<file path="config.mk">
export PLATFORM = sky130hd
export DESIGN_NAME = chop_current
export DESIGN_NICKNAME = d
export VERILOG_FILES = /design/src/verilog/chop_pkg.sv /design/src/verilog/chop_cfg_if.sv /design/src/verilog/chop_current.sv /design/src/verilog/chop_timer.sv
export VERILOG_INCLUDE_DIRS = /design/src /design/src/verilog
export SDC_FILE = /design/constraint.sdc
export NUM_CORES = 1
export LEC_CHECK = 0
export BUFFER_PORTS_ARGS = -buffer_cell sky130_fd_sc_hd__buf_2
export CELL_PAD_IN_SITES_DETAIL_PLACEMENT = 1
export CELL_PAD_IN_SITES_GLOBAL_PLACEMENT = 1
export CORE_AREA = 2 2 101 151
export DETAILED_ROUTE_END_ITERATION = 16
export DIE_AREA = 0 0 103 153
export PLACE_DENSITY = 0.88
export SLEW_MARGIN = 20
export SYNTH_ARGS = -nofsm -noshare
export SYNTH_HDL_FRONTEND = slang
export SYNTH_SLANG_ARGS = --single-unit
</file>
<file path="constraint.sdc">
create_clock -name clk_i -period 17.5 [get_ports clk_i]
set_input_delay 3.5 -clock clk_i [delete_from_list [all_inputs] [get_ports clk_i]]
set_output_delay 3.5 -clock clk_i [all_outputs]
set_load 0.05 [all_outputs]
</file>
<file path="src/verilog/chop_defs.svh">
// Purpose: Constants for the chopper current configuration block
// Assumes: Included by its bare name
// Notes:   Offsets are byte addresses on the register bus
`ifndef CHOP_DEFS_SVH
`define CHOP_DEFS_SVH
`define ADR_CHOPCONF  4'h0
`define ADR_CURRENT   4'h4
`define ADR_STATUS    4'h8
`define ADR_SINE      4'hc
`define OFF_TIME_LSB  0
`define HSTART_LSB    4
`define HYST_END_LSB      7
`define FD_MSB_BIT    11
`define DISFDCC_BIT   12
`define CHM_BIT       14
`define RUN_CURRENT_SCALE_LSB      0
`define RUNNING_BIT   8
`define CHOPCONF_RST  32'h0000_0150
`define RUN_CURRENT_SCALE_RST      5'h1f
`define HYST_DECREMENTER_CLKS     5'h10
`define HYST_END_ZERO     5'h03
`define OFF_BASE      10'h018
`define OFF_STEP      10'h020
`define FD_STEP       10'h020
`define SINE_SHIFT    5
`endif

</file>
<file path="src/verilog/chop_pkg.sv">
// Purpose: Types shared by the chopper block
// Assumes: None
// Notes:   Phases of one chopper cycle
package chop_pkg;
   typedef enum logic [2:0] {
      PH_IDLE  = 3'b000,
      PH_ON    = 3'b001,
      PH_FAST  = 3'b010,
      PH_SLOW1 = 3'b011,
      PH_SLOW2 = 3'b100
   } phase_e;
endpackage : chop_pkg

</file>
<file path="src/verilog/chop_cfg_if.sv">
// Purpose: Decoded chopper settings between top and timer
// Assumes: One clock
// Notes:   Driven by the register side
interface chop_cfg_if;
   logic [3:0] off_time;
   logic       const_off;
   logic [3:0] fast_decay_time;
   logic       disfdcc;
   modport src (output off_time, const_off, fast_decay_time, disfdcc);
   modport dst (input  off_time, const_off, fast_decay_time, disfdcc);
endinterface : chop_cfg_if

</file>
<file path="src/verilog/chop_current.sv">
// Purpose: Chopper configuration, hysteresis and current scaling
// Assumes: Classic Wishbone slave, 32-bit data, single clock
// Notes:   Comparator pins are synchronised here
//
// Implementation choices: the Wishbone slave port and the address map.
`include "chop_defs.svh"
module chop_current (
   input  wire logic                clk_i,
   input  wire logic                rst_i,
   input  wire logic                wb_cyc_i,
   input  wire logic                wb_stb_i,
   input  wire logic                wb_we_i,
   input  wire logic [3:0]          wb_adr_i,
   input  wire logic [3:0]          wb_sel_i,
   input  wire logic [31:0]         wb_dat_i,
   output logic      [31:0]         wb_dat_o,
   output logic                     wb_ack_o,
   input  wire logic                cmp_trip_pin_i,
   input  wire logic                cmp_neg_pin_i,
   input  wire logic                running_i,
   input  wire logic [7:0]          sine_i,
   input  wire logic [4:0]          adapt_scale_i,
   output logic                     bridge_on_o,
   output logic                     bridge_fast_o,
   output logic                     bridge_enable_o,
   output logic signed [5:0]        hyst_o,
   output logic signed [5:0]        sine_offset_o,
   output logic [7:0]               coil_target_o,
   output logic [4:0]               eff_scale_o
);
   import chop_pkg::*;
   chop_cfg_if cfg ();
   logic [31:0] chopconf_q;
   logic [4:0]  run_current_scale_q;
   logic [1:0]  trip_sync_q;
   logic [1:0]  neg_sync_q;
   logic [3:0]  hyst_decrementer_cnt_q;
   logic        req;
   logic        wr_commit;
   phase_e      phase;
   logic        cycle_start;
   logic [3:0]  off_time;
   logic [2:0]  hyst_start;
   logic [3:0]  hyst_end;
   logic        fast_decay_msb;
   logic signed [5:0] hyst_end_val;
   logic signed [5:0] hstart_val;
   logic [12:0] scaled;
   logic [4:0]  scale_cap;

   assign off_time       = chopconf_q[`OFF_TIME_LSB +: 4];
   assign hyst_start     = chopconf_q[`HSTART_LSB +: 3];
   assign hyst_end       = chopconf_q[`HYST_END_LSB +: 4];
   assign fast_decay_msb = chopconf_q[`FD_MSB_BIT];
   assign hyst_end_val   = $signed({2'b00, hyst_end}) - $signed(6'(`HYST_END_ZERO));
   assign hstart_val = $signed({3'b000, hyst_start}) + 6'sd1;
   assign cfg.off_time        = off_time;
   assign cfg.const_off       = chopconf_q[`CHM_BIT];
   assign cfg.fast_decay_time = {fast_decay_msb, hyst_start};
   assign cfg.disfdcc         = chopconf_q[`DISFDCC_BIT];
   assign req = wb_cyc_i && wb_stb_i && !wb_ack_o;
   // Write lands at the edge where the master sees ack
   assign wr_commit = wb_cyc_i && wb_stb_i && wb_we_i && wb_ack_o;

   chop_timer u_timer (
      .clk_i         (clk_i),
      .rst_i         (rst_i),
      .cfg           (cfg),
      .cmp_trip_i    (trip_sync_q[1]),
      .cmp_neg_i     (neg_sync_q[1]),
      .phase_o       (phase),
      .cycle_start_o (cycle_start)
   );

   // Comparator synchronisers
   always_ff @(posedge clk_i) begin
      if (rst_i) begin
         trip_sync_q <= 2'b00;
         neg_sync_q  <= 2'b00;
      end else begin
         trip_sync_q <= {trip_sync_q[0], cmp_trip_pin_i};
         neg_sync_q  <= {neg_sync_q[0], cmp_neg_pin_i};
      end
   end

   // Register writes with byte enables
   always_ff @(posedge clk_i) begin
      if (rst_i) begin
         chopconf_q          <= `CHOPCONF_RST;
         run_current_scale_q <= `RUN_CURRENT_SCALE_RST;
      end else if (wr_commit) begin
         if (wb_adr_i == `ADR_CHOPCONF) begin
            for (int b = 0; b < 4; b++) begin
               if (wb_sel_i[b]) chopconf_q[b*8 +: 8] <= wb_dat_i[b*8 +: 8];
            end
         end else if (wb_adr_i == `ADR_CURRENT && wb_sel_i[0]) begin
            run_current_scale_q <= wb_dat_i[`RUN_CURRENT_SCALE_LSB +: 5];
         end
      end
   end

   // Bus answer, registered ack one cycle after the request
   always_ff @(posedge clk_i) begin
      if (rst_i) begin
         wb_ack_o <= 1'b0;
         wb_dat_o <= 32'h0000_0000;
      end else begin
         wb_ack_o <= req;
         wb_dat_o <= 32'h0000_0000;
         if (req && !wb_we_i) begin
            case (wb_adr_i)
               `ADR_CHOPCONF: wb_dat_o <= chopconf_q;
               `ADR_CURRENT:  wb_dat_o <= {27'h0, run_current_scale_q};
               `ADR_STATUS:   wb_dat_o <= {23'h0, running_i, 2'b00, eff_scale_o, 1'b0};
               `ADR_SINE:     wb_dat_o <= {24'h0, coil_target_o};
               default:       wb_dat_o <= 32'h0000_0000;
            endcase
         end
      end
   end

   // Hysteresis decrementer, one step per 16 clocks
   always_ff @(posedge clk_i) begin
      if (rst_i) begin
         hyst_o     <= 6'sd0;
         hyst_decrementer_cnt_q <= 4'h0;
      end else if (cycle_start) begin
         hyst_o     <= hstart_val + hyst_end_val;
         hyst_decrementer_cnt_q <= 4'h0;
      end else begin
         hyst_decrementer_cnt_q <= hyst_decrementer_cnt_q + 4'h1;
         if (hyst_decrementer_cnt_q == 4'(`HYST_DECREMENTER_CLKS - 5'h01) && hyst_o > hyst_end_val)
            hyst_o <= hyst_o - 6'sd1;
      end
   end

   assign scale_cap = (adapt_scale_i < run_current_scale_q) ? adapt_scale_i
                                                            : run_current_scale_q;
   assign scaled = 13'(sine_i) * 13'({1'b0, scale_cap} + 6'h01);

   // Bridge drive and target, scaled only while running
   always_ff @(posedge clk_i) begin
      if (rst_i) begin
         bridge_on_o     <= 1'b0;
         bridge_fast_o   <= 1'b0;
         bridge_enable_o <= 1'b0;
         sine_offset_o   <= 6'sd0;
         coil_target_o   <= 8'h00;
         eff_scale_o     <= 5'h00;
      end else begin
         bridge_enable_o <= off_time != 4'h0;
         bridge_on_o     <= phase == PH_ON;
         bridge_fast_o   <= phase == PH_FAST;
         sine_offset_o   <= cfg.const_off ? hyst_end_val : 6'sd0;
         eff_scale_o     <= scale_cap;
         coil_target_o   <= running_i ? scaled[`SINE_SHIFT +: 8] : sine_i;
      end
   end
endmodule : chop_current

</file>
<file path="src/verilog/chop_timer.sv">
// Purpose: Phase sequencer for one coil chopper
// Assumes: Comparator inputs already synchronised
// Notes:   Cycle start pulse restarts the hysteresis
`include "chop_defs.svh"
module chop_timer (
   input  wire logic          clk_i,
   input  wire logic          rst_i,
   chop_cfg_if.dst            cfg,
   input  wire logic          cmp_trip_i,
   input  wire logic          cmp_neg_i,
   output chop_pkg::phase_e   phase_o,
   output logic               cycle_start_o
);
   import chop_pkg::*;
   logic [9:0] cnt_q;
   logic [9:0] off_len;
   logic [9:0] fd_len;
   // Last count of both slow decay phases and of constant off fast decay, so a phase lasts its full length and no more
   assign off_len = `OFF_BASE + 10'(cfg.off_time) * `OFF_STEP - 10'h001;
   assign fd_len  = 10'(cfg.fast_decay_time) * `FD_STEP - 10'h001;

   always_ff @(posedge clk_i) begin
      if (rst_i || cfg.off_time == 4'h0) begin
         phase_o       <= PH_IDLE;
         cnt_q         <= 10'h000;
         cycle_start_o <= 1'b0;
      end else begin
         cycle_start_o <= 1'b0;
         cnt_q         <= cnt_q + 10'h001;
         case (phase_o)
            PH_IDLE: begin
               phase_o       <= PH_ON;
               cycle_start_o <= 1'b1;
               cnt_q         <= 10'h000;
            end
            PH_ON: if (cmp_trip_i) begin
               cnt_q <= 10'h000;
               if (!cfg.const_off) phase_o <= PH_SLOW1;
               else if (cfg.fast_decay_time == 4'h0) phase_o <= PH_SLOW2;
               else phase_o <= PH_FAST;
            end
            PH_SLOW1: if (cnt_q >= off_len) begin
               phase_o <= PH_FAST;
               cnt_q   <= 10'h000;
            end
            PH_FAST: begin
               if (cfg.const_off) begin
                  if (cnt_q >= fd_len || (!cfg.disfdcc && cmp_neg_i)) begin
                     phase_o <= PH_SLOW2;
                     cnt_q   <= 10'h000;
                  end
               end else if (cmp_trip_i) begin
                  phase_o <= PH_SLOW2;
                  cnt_q   <= 10'h000;
               end
            end
            PH_SLOW2: if (cnt_q >= off_len) begin
               phase_o       <= PH_ON;
               cnt_q         <= 10'h000;
               cycle_start_o <= 1'b1;
            end
            default: phase_o <= PH_IDLE;
         endcase
      end
   end
endmodule : chop_timer
</file>
==> summary.txt <==
Synthesis
  – #FFs+latches synth: 119
  – YS warnings: 0
  – Sequential element share of the synthesized area: 36.6%
  – Mapped Avg Cell Area: 9.19 sq um
  – Fraction of registers with async set or reset after synthesis: 0%
  – Number of distinct library cells after synthesis: 67
  – Cell Area, Synth: 0.00651 sq mm
  – Cell count after synthesis: 708
  – Syn Nets: 841
  – Post-synth EDFFs: 0
  – Ys flop type: dfxtp_1

Global route
  – Pin count of the biggest net entering global routing: 61
  – Antenna violations before repair: 3
  – Grt total ovfl: 0
  – First-pass GRT wire length: 31600 microns
  – GRT Total Usage: 26.5%
  – Number of global-route vias before repair: 6187

Detailed routing
  – Initial DRC Count: 165
  – Detail Route Antenna Nets: 0
  – Via count: 5622
  – Avg WL per Cell: 19.3 microns
  – Routed WL: 20000 microns
  – Drt pass-1 iters: 4
  – Detailed-route DRC error count: 0
  – Via/cell ratio: 5.42

Power
  – Total chip power: 0.816 mW
  – Peak supply drop: 0.0641 mV
  – Power per Cell Area: 104 mW/mm^2
  – Leakage: 3.83 nW

Clock network
  – Clock sink count: 119
  – H-tree Lvls: 4
  – Root buf cell: clkbuf_16
  – Max Root-Sink Buffers: 2
  – CTS Buf Count: 17
  – Setup Fix Bufs, Post-CTS: 0
  – CTS tree: done
  – Hold buffers post-CTS: 0
  – Clock transition at the registers of the reported paths: 0.06 ns
  – Worst skew pair latency: 0.42 ns
  – Post-cts resize count: 0

Layout
  – Area Growth Syn to Fin: 20.8%
  – Multi-input gate area: 0.00377 sq mm
  – Register area: 0.00238 sq mm
  – Layout cells sized above 1: 21.6%
  – Fillers: 1716
  – Design area: 0.00787 sq mm
  – Layout net count: 959
  – Fin util: 54.4%
  – Final std cells w/o fill: 1038

Setup path
  – Reg2reg setup slack: 10.80 ns
  – Crit path arrival time: 9.69 ns
  – CP Capture Type: register
  – Critical path startpoint category: input pin
  – Critical path data required time: 17.80 ns
  – Critical path class: in -> reg
  – CP max FO: 11

Placed design
  – Pre-CTS WS: 7.72 ns
  – DP Area: 0.00728 sq mm
  – Hpwl dp: 14600 microns
  – IO buf count: 121
  – Placed instance count: 1003
  – Gp weighted congestion: 0.891

Timing
  – Setup total negative slack: 0 ns
  – RSZ-0062 raised after global routing: no
  – F_max: 107 MHz
  – Clock Skew: 0.00977 ns
  – Slew headroom: 22.8%
  – Hold Slack: 0.449 ns
  – Setup slack after layout: 8.11 ns
  – Fin crit share: 53.7%
  – Fin. Hold Viols: 0
  – Clock period minus worst slack: 9.39 ns
  – Final setup viols: 0
  – Worst-margin pin slew: 1.14 ns
  – Max Transition Viols Final: 0

Die
  – Core ar.: 0.0145 sq mm
  – Die ar.: 0.0158 sq mm
  – Die X: 103 microns
  – Std cell rows: 54
  – Die H: 153 microns
  – I/O pin total: 122
  – Initial core utilization: 45.0%

Hold path
  – Worst hold path type: reg -> reg

Status
  – Status: completed

Flow run
  – Total of max-cap violations: 0
-- report_power, final --
group	leakage, nW	total [mW]	internal (mW)	switching, mW
clock network	0.280	0.342	0.190	0.152
logic	2.58	0.187	0.0700	0.117
registers	0.964	0.286	0.279	0.00733
total	3.83	0.816	0.539	0.276
-- worst paths after layout --
kind | cells after the start | start | end
worst max-delay path | 23 | adapt_scale_i[4] | coil_target_o[7]
worst min register to register | 1 | trip_sync_q[0] | trip_sync_q[1]
worst max register to register | 24 | run_current_scale_q[2] | coil_target_o[7]
worst min-delay path | 1 | trip_sync_q[0] | trip_sync_q[1]
-- flip-flops by register name (all words and copies together), names as in the netlist --
register and count:
coil_target_o 8, wb_dat_o 32, eff_scale_o 5, trip_sync_q 2, hyst_o 6, wb_ack_o 1
bridge_on_o 1, u_timer.cycle_start_o 1, chopconf_q 32, sine_offset_o 5, neg_sync_q 2, u_timer.cnt_q 10
u_timer.phase_o 3, bridge_fast_o 1, bridge_enable_o 1, hyst_decrementer_cnt_q 4, run_current_scale_q 5
-- layout make-up --
| type | instances | area share, % |
|---|---|---|
| Multi-Input combinational cell | 496 | 48.0 |
| Timing Repair Buffer | 123 | 7.89 |
| Sequential cell | 119 | 30.3 |
| Clock buffer | 17 | 5.41 |
| Tap cell | 196 | 3.12 |
| Clock inverter | 15 | 1.92 |
| Inverter | 69 | 3.29 |
| Antenna cell | 3 | 0.0955 |
-- cell usage in the layout (no fill, tap or decap), drive strengths merged, types with 24 or more instances in the layout --
cell,instances
nand3,37
a21oi,41
mux2i,25
fa,24
nor2,54
ha,48
buf,123
inv,79
nand2,67
and2,50
dfxtp,119
-- logic make-up after synthesis --
group           Yosys count  synth area share, %
flops                   119                 36.6
buf+inv                  93                 5.46
xor+xnor                 31                 4.17
fa+ha+maj                72                 16.6
compound gates           94                 10.6
mux                      32                 5.86
simple gates            267                 20.7
-- synthesized netlist by cell type (2+ instances only) --
| cell | number | area (sq um) |
|---|---|---|
| a211o_1 | 5 | 43.8 |
| a211oi_1 | 4 | 30.0 |
| a21o_1 | 10 | 75.1 |
| a21oi_1 | 39 | 195 |
| a21oi_2 | 2 | 17.5 |
| a31oi_1 | 3 | 18.8 |
| and2_1 | 49 | 307 |
| and3_1 | 16 | 100 |
| and4_1 | 4 | 35.0 |
| buf_1 | 3 | 11.3 |
| buf_2 | 2 | 10.0 |
| clkbuf_1 | 18 | 67.6 |
| dfxtp_1 | 119 | 2380 |
| fa_1 | 24 | 480 |
| ha_1 | 48 | 601 |
| inv_1 | 67 | 251 |
| mux2_2 | 2 | 22.5 |
| mux2i_1 | 24 | 240 |
| mux4_2 | 4 | 90.1 |
| nand2_1 | 67 | 251 |
| nand2b_1 | 2 | 12.5 |
| nand3_1 | 37 | 185 |
| nand4_1 | 3 | 18.8 |
| nor2_1 | 54 | 203 |
| nor2b_1 | 9 | 56.3 |
| nor3_1 | 11 | 55.1 |
| nor3b_1 | 4 | 30.0 |
| nor4_1 | 2 | 12.5 |
| o211ai_2 | 2 | 25.0 |
| o21a_1 | 4 | 30.0 |
| o21ai_0 | 2 | 10.0 |
| o21ai_2 | 2 | 17.5 |
| o221a_2 | 2 | 22.5 |
| or3_1 | 2 | 12.5 |
| xnor2_1 | 17 | 149 |
| xor2_1 | 14 | 123 |
-- routing by layer --
metal | part of all wire, % | up-vias | track usage [%]
met4 | 5.6 | 0 | 15.9
met2 | 54 | 164 | 48.3
met1 | 36 | 2767 | 26.8
met3 | 3.8 | 71 | 4.98
li1 | - | 2620 | -
met5 | 0 | - | 0
-- critical path, cell delays in order --
cell	delay, ns
buf_2	0.11
ha_1	0.36
a21oi_2	0.22
mux2_4	0.33
a211oi_4	0.47
inv_2	0.16
ha_1	0.27
nand2_1	0.08
xor2_1	0.45
nand2_1	0.17
fa_1	0.51
fa_1	0.54
fa_1	0.54
inv_1	0.05
ha_1	0.36
a21o_1	0.20
a21o_1	0.19
a21oi_1	0.24
o21ai_4	0.13
a211o_1	0.29
o211ai_2	0.08
and4bb_1	0.23
a211o_1	0.22
Note: power is estimated with default switching activity, not from simulation.
